===== config.mk =====
export PLATFORM = sky130hd
export DESIGN_NAME = gpp_port_mux
export DESIGN_NICKNAME = d
export VERILOG_FILES = /design/src/common/gpp_pkg.sv /design/src/hw/gpp_port_mux.sv
export SDC_FILE = /design/constraint.sdc
export NUM_CORES = 1
export LEC_CHECK = 0
export BUFFER_PORTS_ARGS = -buffer_cell sky130_fd_sc_hd__clkbuf_2
export CORE_AREA = 2 2 120 122
export CTS_CLUSTER_SIZE = 14
export DETAILED_ROUTE_END_ITERATION = 8
export DIE_AREA = 0 0 122 124
export MAX_ROUTING_LAYER = met4
export PLACE_DENSITY = 0.75
export SYNTH_ARGS = -nofsm -noshare
export SYNTH_HDL_FRONTEND = slang
export SYNTH_SLANG_ARGS = --single-unit
export TNS_END_PERCENT = 5

===== constraint.sdc =====
create_clock -name mclk -period 1.72 [get_ports mclk]
set_input_delay 0.344 -clock mclk [delete_from_list [all_inputs] [get_ports mclk]]
set_output_delay 0.344 -clock mclk [all_outputs]
set_load 0.005 [all_outputs]

===== src/common/gpp_pkg.sv =====
// shared constants and types for the two-port pin multiplexer
package gpp_pkg;

   localparam int unsigned PORT_W = 8;

   // register byte offsets
   localparam logic [7:0] OFF_FP_PINS   = 8'h00;
   localparam logic [7:0] OFF_FP_LATCH  = 8'h04;
   localparam logic [7:0] OFF_FP_DIR    = 8'h08;
   localparam logic [7:0] OFF_ANA_CFG   = 8'h0C;
   localparam logic [7:0] OFF_WDT_CTRL  = 8'h10;
   localparam logic [7:0] OFF_SP_PINS   = 8'h14;
   localparam logic [7:0] OFF_SP_LATCH  = 8'h18;
   localparam logic [7:0] OFF_SP_DIR    = 8'h1C;
   localparam logic [7:0] OFF_MEM_CTRL  = 8'h20;
   localparam logic [7:0] OFF_PORT_G    = 8'h24;
   localparam logic [7:0] OFF_MUX_CFG   = 8'h28;

   // field positions
   localparam int unsigned BIT_SHARED_SEL   = 4;  // in watchdog_control
   localparam int unsigned BIT_EXT_BUS_DIS  = 7;  // in memory_bus_control
   localparam int unsigned BIT_PULLUP_EN    = 5;  // in port_g_register
   localparam int unsigned BIT_PAR_MAP      = 0;  // in mux config
   localparam int unsigned BIT_PWM_ALT_MAP  = 1;
   localparam int unsigned BIT_PWM_TRISTATE = 2;
   localparam int unsigned ANA_LSB          = 5;  // channels 13..15 sit in bits 7:5
   localparam int unsigned SPECIAL_LSB      = 5;  // first special pin of first port

   // reset values
   localparam logic [7:0] RST_LATCH    = 8'h00;
   localparam logic [7:0] RST_DIR      = 8'hFF;
   localparam logic [7:0] RST_ANA_CFG  = 8'h00;
   localparam logic [7:0] RST_WDT_CTRL = 8'h00;
   localparam logic [7:0] RST_MEM_CTRL = 8'h80;
   localparam logic [7:0] RST_PORT_G   = 8'h00;
   localparam logic [7:0] RST_MUX_CFG  = 8'h00;

   // pad drive of one 8-bit port; oe_n low means the pin is driven
   typedef struct packed {
      logic [7:0] dout;
      logic [7:0] oe_n;
   } gpp_pad_t;

   // strobes offered by the parallel port logic
   typedef struct packed {
      logic master;
      logic wr_strobe;
      logic rd_strobe;
      logic byte_enable;
   } gpp_par_t;

endpackage


===== src/hw/gpp_port_mux.sv =====
// two-port gpio with pin multiplexing, pull-ups and apb register file
//
// Behaviour
// - each pin direction bit 0 drives latch, 1 reads pin as input, unless parallel, pwm or external bus owns the pin
// - second port is 8 bits wide, bidirectional, purely digital
// - any reset leaves all second-port pins as digital inputs
// - external bus enabled forces all second-port pins to bus control outputs
// - each second-port pin has weak pull-up, one shared bit set enables all
// - pull-up of a second-port pin turns off when pin is an output
// - any reset disables the second-port pull-ups
// - parallel map bit 0 puts byte enable on sixth first-port pin
// - same map puts read strobe on seventh pin, out if master, in if slave
// - same map puts write strobe on eighth pin, out if master, in if slave
// - mapped pwm output with direction 0 beats latch and parallel data
// - pwm-mapped pin may go tri-state during pwm shutdown
// - pwm channels reach these pins only while alternate-map bit is clear
// - analog channels 13-15 default analog, digital output still works
// - analog config reachable only while shared select bit is 1
// - small package: port, latch, direction registers read zero
// - analog config bit clear selects analog, set selects digital
`timescale 1ns/1ns
module gpp_port_mux
   import gpp_pkg::*;
#(
   parameter int unsigned ADDR_W    = 12,
   parameter bit          SMALL_PKG = 1'b0
) (
   input  wire logic              mclk,
   input  wire logic              rstn,
   // apb slave
   input  wire logic              psel,
   input  wire logic              penable,
   input  wire logic              pwrite,
   input  wire logic [ADDR_W-1:0] paddr,
   input  wire logic [31:0]       pwdata,
   output logic                   pready,
   output logic                   pslverr,
   output logic [31:0]            prdata,
   // first port pads
   input  wire logic [7:0]        first_port_pin_in,
   output gpp_pad_t               first_port_pad,
   output logic [2:0]             analog_channel_sel,
   // second port pads
   input  wire logic [7:0]        second_port_pin_in,
   output gpp_pad_t               second_port_pad,
   output logic [7:0]             second_port_pullup_on,
   // peripheral sources and sinks
   input  wire gpp_par_t          par_in,
   output logic                   parallel_read_in,
   output logic                   parallel_write_in,
   input  wire logic [2:0]        pwm_out,
   input  wire logic [2:0]        pwm_pin_en,
   input  wire logic              pwm_shutdown,
   input  wire logic [7:0]        ext_bus_ctrl,
   output logic                   ext_bus_enabled
);

   initial begin
      if (ADDR_W < 9 || ADDR_W > 32) begin
         $error("gpp_port_mux: ADDR_W must lie in 9..32");
      end
   end

   function automatic logic hit(input logic [ADDR_W-1:0] a, input logic [7:0] off);
      hit = (a[ADDR_W-1:8] == '0) && (a[7:0] == off);
   endfunction

   // registers
   logic [7:0] fp_latch_r;
   logic [7:0] fp_dir_r;
   logic [7:0] ana_cfg_r;
   logic [7:0] wdt_ctrl_r;
   logic [7:0] sp_latch_r;
   logic [7:0] sp_dir_r;
   logic [7:0] mem_ctrl_r;
   logic [7:0] port_g_r;
   logic [7:0] mux_cfg_r;

   // pin synchronisers; stage one is read only by stage two
   logic [7:0] fp_meta_r;
   logic [7:0] fp_sync_r;
   logic [7:0] sp_meta_r;
   logic [7:0] sp_sync_r;

   always_ff @(posedge mclk) begin
      if (!rstn) begin
         fp_meta_r <= 8'h00;
         fp_sync_r <= 8'h00;
         sp_meta_r <= 8'h00;
         sp_sync_r <= 8'h00;
      end else begin
         fp_meta_r <= first_port_pin_in;
         fp_sync_r <= fp_meta_r;
         sp_meta_r <= second_port_pin_in;
         sp_sync_r <= sp_meta_r;
      end
   end

   // apb decode
   wire setup_ph = psel & ~penable;
   wire access   = psel & penable & pready;
   wire do_wr    = access & pwrite;

   wire hit_fp_pins  = hit(paddr, OFF_FP_PINS);
   wire hit_fp_latch = hit(paddr, OFF_FP_LATCH);
   wire hit_fp_dir   = hit(paddr, OFF_FP_DIR);
   wire hit_ana_cfg  = hit(paddr, OFF_ANA_CFG);
   wire hit_wdt      = hit(paddr, OFF_WDT_CTRL);
   wire hit_sp_pins  = hit(paddr, OFF_SP_PINS);
   wire hit_sp_latch = hit(paddr, OFF_SP_LATCH);
   wire hit_sp_dir   = hit(paddr, OFF_SP_DIR);
   wire hit_mem      = hit(paddr, OFF_MEM_CTRL);
   wire hit_port_g   = hit(paddr, OFF_PORT_G);
   wire hit_mux      = hit(paddr, OFF_MUX_CFG);
   wire mapped       = hit_fp_pins | hit_fp_latch | hit_fp_dir | hit_ana_cfg | hit_wdt
                     | hit_sp_pins | hit_sp_latch | hit_sp_dir | hit_mem | hit_port_g
                     | hit_mux;

   wire port_impl  = ~SMALL_PKG;
   wire ana_open   = wdt_ctrl_r[BIT_SHARED_SEL];
   wire [7:0] wbyte = pwdata[7:0];

   // pin level view
   // analog-selected inputs read low so the digital buffer never sees mid-rail
   wire [7:0] ana_mask = {~ana_cfg_r[7:ANA_LSB], 5'h00};
   wire [7:0] fp_level = fp_sync_r & ~ana_mask;
   wire [7:0] sp_level = sp_sync_r;

   wire [7:0] rd_fp_pins  = port_impl ? fp_level   : 8'h00;
   wire [7:0] rd_fp_latch = port_impl ? fp_latch_r : 8'h00;
   wire [7:0] rd_fp_dir   = port_impl ? fp_dir_r   : 8'h00;
   wire [7:0] rd_sp_pins  = port_impl ? sp_level   : 8'h00;
   wire [7:0] rd_sp_latch = port_impl ? sp_latch_r : 8'h00;
   wire [7:0] rd_sp_dir   = port_impl ? sp_dir_r   : 8'h00;
   wire [7:0] rd_ana      = ana_open  ? ana_cfg_r  : 8'h00;

   wire [7:0] rd_byte = hit_fp_pins  ? rd_fp_pins  :
                        hit_fp_latch ? rd_fp_latch :
                        hit_fp_dir   ? rd_fp_dir   :
                        hit_ana_cfg  ? rd_ana      :
                        hit_wdt      ? wdt_ctrl_r  :
                        hit_sp_pins  ? rd_sp_pins  :
                        hit_sp_latch ? rd_sp_latch :
                        hit_sp_dir   ? rd_sp_dir   :
                        hit_mem      ? mem_ctrl_r  :
                        hit_port_g   ? port_g_r    :
                        hit_mux      ? mux_cfg_r   : 8'h00;

   // apb answer: one access cycle, answer registered at setup
   logic        pready_r;
   logic        pslverr_r;
   logic [31:0] prdata_r;

   always_ff @(posedge mclk) begin
      if (!rstn) begin
         pready_r  <= 1'b0;
         pslverr_r <= 1'b0;
         prdata_r  <= 32'h0000_0000;
      end else begin
         pready_r  <= setup_ph;
         pslverr_r <= setup_ph & ~mapped;
         prdata_r  <= (setup_ph & ~pwrite) ? {24'h00_0000, rd_byte} : 32'h0000_0000;
      end
   end

   assign pready  = pready_r;
   assign pslverr = pslverr_r;
   assign prdata  = prdata_r;

   // register writes
   wire wr_ok      = do_wr & mapped;
   wire wr_fp_lat  = wr_ok & port_impl & (hit_fp_pins | hit_fp_latch);
   wire wr_sp_lat  = wr_ok & port_impl & (hit_sp_pins | hit_sp_latch);
   wire wr_fp_dir  = wr_ok & port_impl & hit_fp_dir;
   wire wr_sp_dir  = wr_ok & port_impl & hit_sp_dir;
   // closed window: a write to this address is dropped
   wire wr_ana     = wr_ok & hit_ana_cfg & ana_open;
   wire wr_wdt     = wr_ok & hit_wdt;
   wire wr_mem     = wr_ok & hit_mem;
   wire wr_port_g  = wr_ok & hit_port_g;
   wire wr_mux     = wr_ok & hit_mux;

   // first port latch; a pin-register write lands here as well
   always_ff @(posedge mclk) begin
      if (!rstn) begin
         fp_latch_r <= RST_LATCH;
      end else if (wr_fp_lat) begin
         fp_latch_r <= wbyte;
      end
   end

   // first port direction; all ones after reset keeps pins 0..4 inputs, the parallel map still drives pin 5
   always_ff @(posedge mclk) begin
      if (!rstn) begin
         fp_dir_r <= RST_DIR;
      end else if (wr_fp_dir) begin
         fp_dir_r <= wbyte;
      end
   end

   // analog config; reset selects analog on every shared pin
   always_ff @(posedge mclk) begin
      if (!rstn) begin
         ana_cfg_r <= RST_ANA_CFG;
      end else if (wr_ana) begin
         ana_cfg_r <= wbyte;
      end
   end

   // shared-register select and the rest of the watchdog byte
   always_ff @(posedge mclk) begin
      if (!rstn) begin
         wdt_ctrl_r <= RST_WDT_CTRL;
      end else if (wr_wdt) begin
         wdt_ctrl_r <= wbyte;
      end
   end

   // second port latch; a pin-register write lands here as well
   always_ff @(posedge mclk) begin
      if (!rstn) begin
         sp_latch_r <= RST_LATCH;
      end else if (wr_sp_lat) begin
         sp_latch_r <= wbyte;
      end
   end

   // second port direction
   always_ff @(posedge mclk) begin
      if (!rstn) begin
         sp_dir_r <= RST_DIR;
      end else if (wr_sp_dir) begin
         sp_dir_r <= wbyte;
      end
   end

   // memory bus control; reset leaves the bus off so the port stays gpio
   always_ff @(posedge mclk) begin
      if (!rstn) begin
         mem_ctrl_r <= RST_MEM_CTRL;
      end else if (wr_mem) begin
         mem_ctrl_r <= wbyte;
      end
   end

   // pull-up enable lives here; reset clears it
   always_ff @(posedge mclk) begin
      if (!rstn) begin
         port_g_r <= RST_PORT_G;
      end else if (wr_port_g) begin
         port_g_r <= wbyte;
      end
   end

   // mux config; all clear maps parallel and pwm onto the pins after reset
   always_ff @(posedge mclk) begin
      if (!rstn) begin
         mux_cfg_r <= RST_MUX_CFG;
      end else if (wr_mux) begin
         mux_cfg_r <= wbyte;
      end
   end

   // first port pin drive
   wire par_mapped = ~mux_cfg_r[BIT_PAR_MAP];
   wire pwm_mapped = ~mux_cfg_r[BIT_PWM_ALT_MAP];
   wire pwm_float  = mux_cfg_r[BIT_PWM_TRISTATE] & pwm_shutdown;
   wire [2:0] par_val = {par_in.wr_strobe, par_in.rd_strobe, par_in.byte_enable};
   // byte enable always drives; strobes drive only when the port is master
   wire [2:0] par_drv = {par_in.master, par_in.master, 1'h1};

   logic [7:0] fp_dout;
   logic [7:0] fp_oe_n;

   assign fp_dout[SPECIAL_LSB-1:0] = fp_latch_r[SPECIAL_LSB-1:0];
   assign fp_oe_n[SPECIAL_LSB-1:0] = fp_dir_r[SPECIAL_LSB-1:0];

   genvar k;
   generate
      for (k = 0; k < 3; k++) begin : g_special
         localparam int unsigned P = SPECIAL_LSB + k;
         // pwm needs direction 0 as well as the mapping
         wire pwm_on = pwm_mapped & pwm_pin_en[k] & ~fp_dir_r[P];
         assign fp_dout[P] = pwm_on     ? pwm_out[k] :
                             par_mapped ? par_val[k] : fp_latch_r[P];
         assign fp_oe_n[P] = pwm_on     ? pwm_float  :
                             par_mapped ? ~par_drv[k] : fp_dir_r[P];
      end
   endgenerate

   // second port drive and pull-ups
   wire bus_on = ~mem_ctrl_r[BIT_EXT_BUS_DIS];
   wire [7:0] sp_dout = bus_on ? ext_bus_ctrl : sp_latch_r;
   wire [7:0] sp_oe_n = bus_on ? 8'h00 : sp_dir_r;
   // pull-up only on pins acting as inputs
   wire [7:0] sp_pu = {8{port_g_r[BIT_PULLUP_EN]}} & sp_oe_n;

   // registered pad outputs
   gpp_pad_t   fp_pad_r;
   gpp_pad_t   sp_pad_r;
   logic [7:0] sp_pu_r;
   logic [2:0] ana_sel_r;
   logic       par_rd_r;
   logic       par_wr_r;
   logic       bus_on_r;

   // small package: every pad floats, costs one mux but keeps bonding safe
   always_ff @(posedge mclk) begin
      if (!rstn) begin
         fp_pad_r <= '{dout: RST_LATCH, oe_n: RST_DIR};
      end else begin
         fp_pad_r <= '{dout: fp_dout, oe_n: port_impl ? fp_oe_n : 8'hFF};
      end
   end

   // second port pads; reset leaves every pin an input
   always_ff @(posedge mclk) begin
      if (!rstn) begin
         sp_pad_r <= '{dout: RST_LATCH, oe_n: RST_DIR};
      end else begin
         sp_pad_r <= '{dout: sp_dout, oe_n: port_impl ? sp_oe_n : 8'hFF};
      end
   end

   // pull-ups off in reset and on the small package
   always_ff @(posedge mclk) begin
      if (!rstn) begin
         sp_pu_r <= 8'h00;
      end else begin
         sp_pu_r <= port_impl ? sp_pu : 8'h00;
      end
   end

   // analog select per channel; never gates the digital drive
   always_ff @(posedge mclk) begin
      if (!rstn) begin
         ana_sel_r <= 3'h7;
      end else begin
         ana_sel_r <= ~ana_cfg_r[7:ANA_LSB];
      end
   end

   // slave read strobe from the synchronised pin level
   always_ff @(posedge mclk) begin
      if (!rstn) begin
         par_rd_r <= 1'h0;
      end else begin
         par_rd_r <= par_mapped & ~par_in.master & fp_sync_r[SPECIAL_LSB+1];
      end
   end

   // slave write strobe from the synchronised pin level
   always_ff @(posedge mclk) begin
      if (!rstn) begin
         par_wr_r <= 1'h0;
      end else begin
         par_wr_r <= par_mapped & ~par_in.master & fp_sync_r[SPECIAL_LSB+2];
      end
   end

   // bus state mirrored for the memory controller
   always_ff @(posedge mclk) begin
      if (!rstn) begin
         bus_on_r <= 1'h0;
      end else begin
         bus_on_r <= bus_on;
      end
   end

   assign first_port_pad        = fp_pad_r;
   assign second_port_pad       = sp_pad_r;
   assign second_port_pullup_on = sp_pu_r;
   assign analog_channel_sel    = ana_sel_r;
   assign parallel_read_in      = par_rd_r;
   assign parallel_write_in     = par_wr_r;
   assign ext_bus_enabled       = bus_on_r;

endmodule


==> results.json <==
{
  "clkTransAtPathRegs_ns": 0.06,
  "die_w_um": 122,
  "leakage_nw": 3.98,
  "crit_required_ns": 2.02,
  "htreeDepth": 4,
  "fin_nets": 921,
  "synth_common_cells": "dfxtp_1 (160), nand2_1 (85), mux2i_1 (84)",
  "yosysTopAreaCellShare_pct": 49.6,
  "coreArea_um2": 13700,
  "initial_core_util_pct": 47.1,
  "synth_area_leader_cell": "dfxtp_1",
  "drive_gt1_share_pct": 27.9,
  "hold_viol": 0,
  "synth_cell_type_count": 48,
  "ant_nets": 0,
  "timing.fmax_mhz": 603,
  "vdd_drop_max_mv": 0.667,
  "syn_area_per_cell_um2": 9.62,
  "synthArstFlopShare_pct": 0,
  "drv_slew": 0,
  "dp_hpwl_um": 11900,
  "wire_per_inst_um": 15.8,
  "track_usage_pct": 22.7,
  "setup_viol": 0,
  "cts_buffers": 17,
  "antenna_found_initial": 0,
  "ios": 164,
  "ys_seq_area_share_pct": 49.6,
  "syn_inst": 672,
  "clk_path_buf_depth": 2,
  "routabilityCongestion": 0.905,
  "final_cells": 1030,
  "root_buffer": "clkbuf_16",
  "cts.sinks": 160,
  "crit_fanout": 6,
  "syn_area_um2": 6460,
  "diodes": 0,
  "firstDrtPassIters": 5,
  "ys_ff_latch": 160,
  "hold_class": "in -> reg",
  "grt_pass1_vias": 4946,
  "routed_wl_um": 16200,
  "grt_max_degree": 63,
  "die_area_um2": 15100,
  "period_share_pct": 96.4,
  "synth_enable_flop_cells": 0,
  "max_cap_violations": 0,
  "cp-end-kind": "register",
  "tritoncts": "built",
  "yosysMostFrequentCell": "dfxtp_1",
  "grt_pass1_wl_um": 25200,
  "rows": 43,
  "placed_cells": 995,
  "area.growth.synth_to_final_pct": 29.0,
  "rsz0062_at_grt": "yes",
  "drc": 0,
  "synth.area.top_cells": "dfxtp_1 (50%), mux2i_1 (13%), nand2_1 (4.9%)",
  "dieHeight_um": 124,
  "p_per_area_nw_per_um2": 950,
  "drt-initial-drc-count": 300,
  "vias_per_cell": 5.15,
  "clock_latency_ns": 0.42,
  "critical_path_class": "reg -> reg",
  "grt-ovfl-total": 0,
  "synth_warnings": 0,
  "outcome": "finished clean",
  "io_buffer_count": 115,
  "n_fill_cell": 1128,
  "cp-start-kind": "register",
  "yosys_most_used_dff": "dfxtp_1",
  "crit_arrival_ns": 1.96,
  "postCtsHoldBufs": 0,
  "period_minus_slack_ns": 1.66,
  "skew_ns": 0.0110,
  "vias": 5304,
  "holdWs_ns": 0.127
}
-- final timing paths --
check                       startpoint            end  slack (ns)  depth (start not counted)
setup / recovery                pready  mem_ctrl_r[7]        0.06                          7
hold / removal    first_port_pin_in[4]   fp_meta_r[4]        0.13                          2
setup reg to reg                pready  mem_ctrl_r[7]        0.06                          7
hold reg to reg           fp_meta_r[1]   fp_sync_r[1]        0.43                          1
-- per-stage QoR --
stage          setup TNS, ns  power (mW)  utilization [%]  setup WS (ns)  instance area [µm²]
6_report                   0        7.93             60.8         0.0611                 8340
5_1_grt               -0.713        8.19             60.8        -0.0744                 8340
4_1_cts                    0        7.97             60.1         0.0237                 8250
3_5_place_dp           -9.80        4.32             55.8         -0.214                 7660
3_3_place_gp           -6.52        4.32             55.8         -0.169                 7660
2_1_floorplan          -2.67        4.12                -        -0.0859                 6580
-- cell usage in the layout, fill, tap and decap left out, types with 3 or more instances in the layout --
cell type / instances
nand3b_1: 4
o211ai_1: 6
buf_12: 8
nand2_1: 85
dfxtp_1: 159
buf_4: 59
clkbuf_2: 114
o21ai_0: 35
conb_1: 24
clkinv_4: 4
mux2i_1: 83
a2bb2oi_1: 4
nor2b_1: 42
nor2_1: 14
buf_6: 6
o211a_1: 3
a21oi_1: 30
o32a_1: 4
nand2b_1: 5
a32o_1: 4
nand3_1: 15
and3_1: 5
inv_1: 16
clkbuf_8: 3
and2_1: 46
a31oi_1: 7
o22ai_1: 4
a221oi_1: 3
clkbuf_16: 17
nand4_1: 3
-- area by class of cell --
class	instances	area [µm²]	share of cell area, %
inverter	16	60.1	0.720
multi-input combinational	455	3020	36.2
tap	180	225	2.70
clock inverter	12	125	1.50
sequential	160	3200	38.4
clock buffer	20	467	5.60
timing repair buffer	187	1240	14.9
-- worst max-delay path, stage by stage (launching register included) --
cell     delay (ns)
dfxtp_2        0.33
nand4_1        0.15
nor3_4         0.36
buf_6          0.18
nand4_4        0.12
buf_4          0.18
mux2i_1        0.16
nand2_1        0.08
-- metal layers --
layer / vias up / routed length, µm / GRT usage [%]
met2: 208 / 7610 / 35.6
met3: 23 / 1040 / 5.22
met1: 2474 / 7190 / 28.7
met4: 0 / 377 / 8.33
met5: - / 0 / -
li1: 2599 / - / -
-- sequential cells by signal (all words and copies together), names as in the netlist, 8 cells and up --
name                   flops
prdata                     8
fp_sync_r                  8
port_g_r                   8
first_port_pad            16
fp_latch_r                 8
rd_sp_latch                8
mem_ctrl_r                 8
fp_meta_r                  8
second_port_pad           16
ana_cfg_r                  8
wdt_ctrl_r                 8
fp_dir_r                   8
sp_meta_r                  8
rd_sp_pins                 8
second_port_pullup_on      8
mux_cfg_r                  8
rd_sp_dir                  8
-- power breakdown --
part	total, mW	switching [mW]	internal (mW)
clock	3.68	1.53	2.14
combinational	0.484	0.265	0.219
sequential	3.77	0.0156	3.75
-- cell families (layout without fill, tap and decap cells) --
| group | count (synthesis) | after routing | synth area share (%) |
|---|---|---|---|
| flip-flops | 160 | 160 | 49.6 |
| AO/OA/AOI/OAI | 110 | 110 | 10.9 |
| AND/OR/NAND/NOR | 237 | 237 | 20.3 |
| buffers and inverters | 80 | 235 | 6.18 |
| other | 1 | 24 | 0.0580 |
| multiplexers | 84 | 84 | 13.0 |
-- timing repair --
| action | CTS | global route |
|---|---|---|
| pin swaps | 1 | 3 |
| buffers inserted | 0 | 3 |
| resized for setup | 0 | 12 |
| endpoints found under the setup margin | 16 | 17 |
Note: power is estimated with default switching activity, not from simulation.
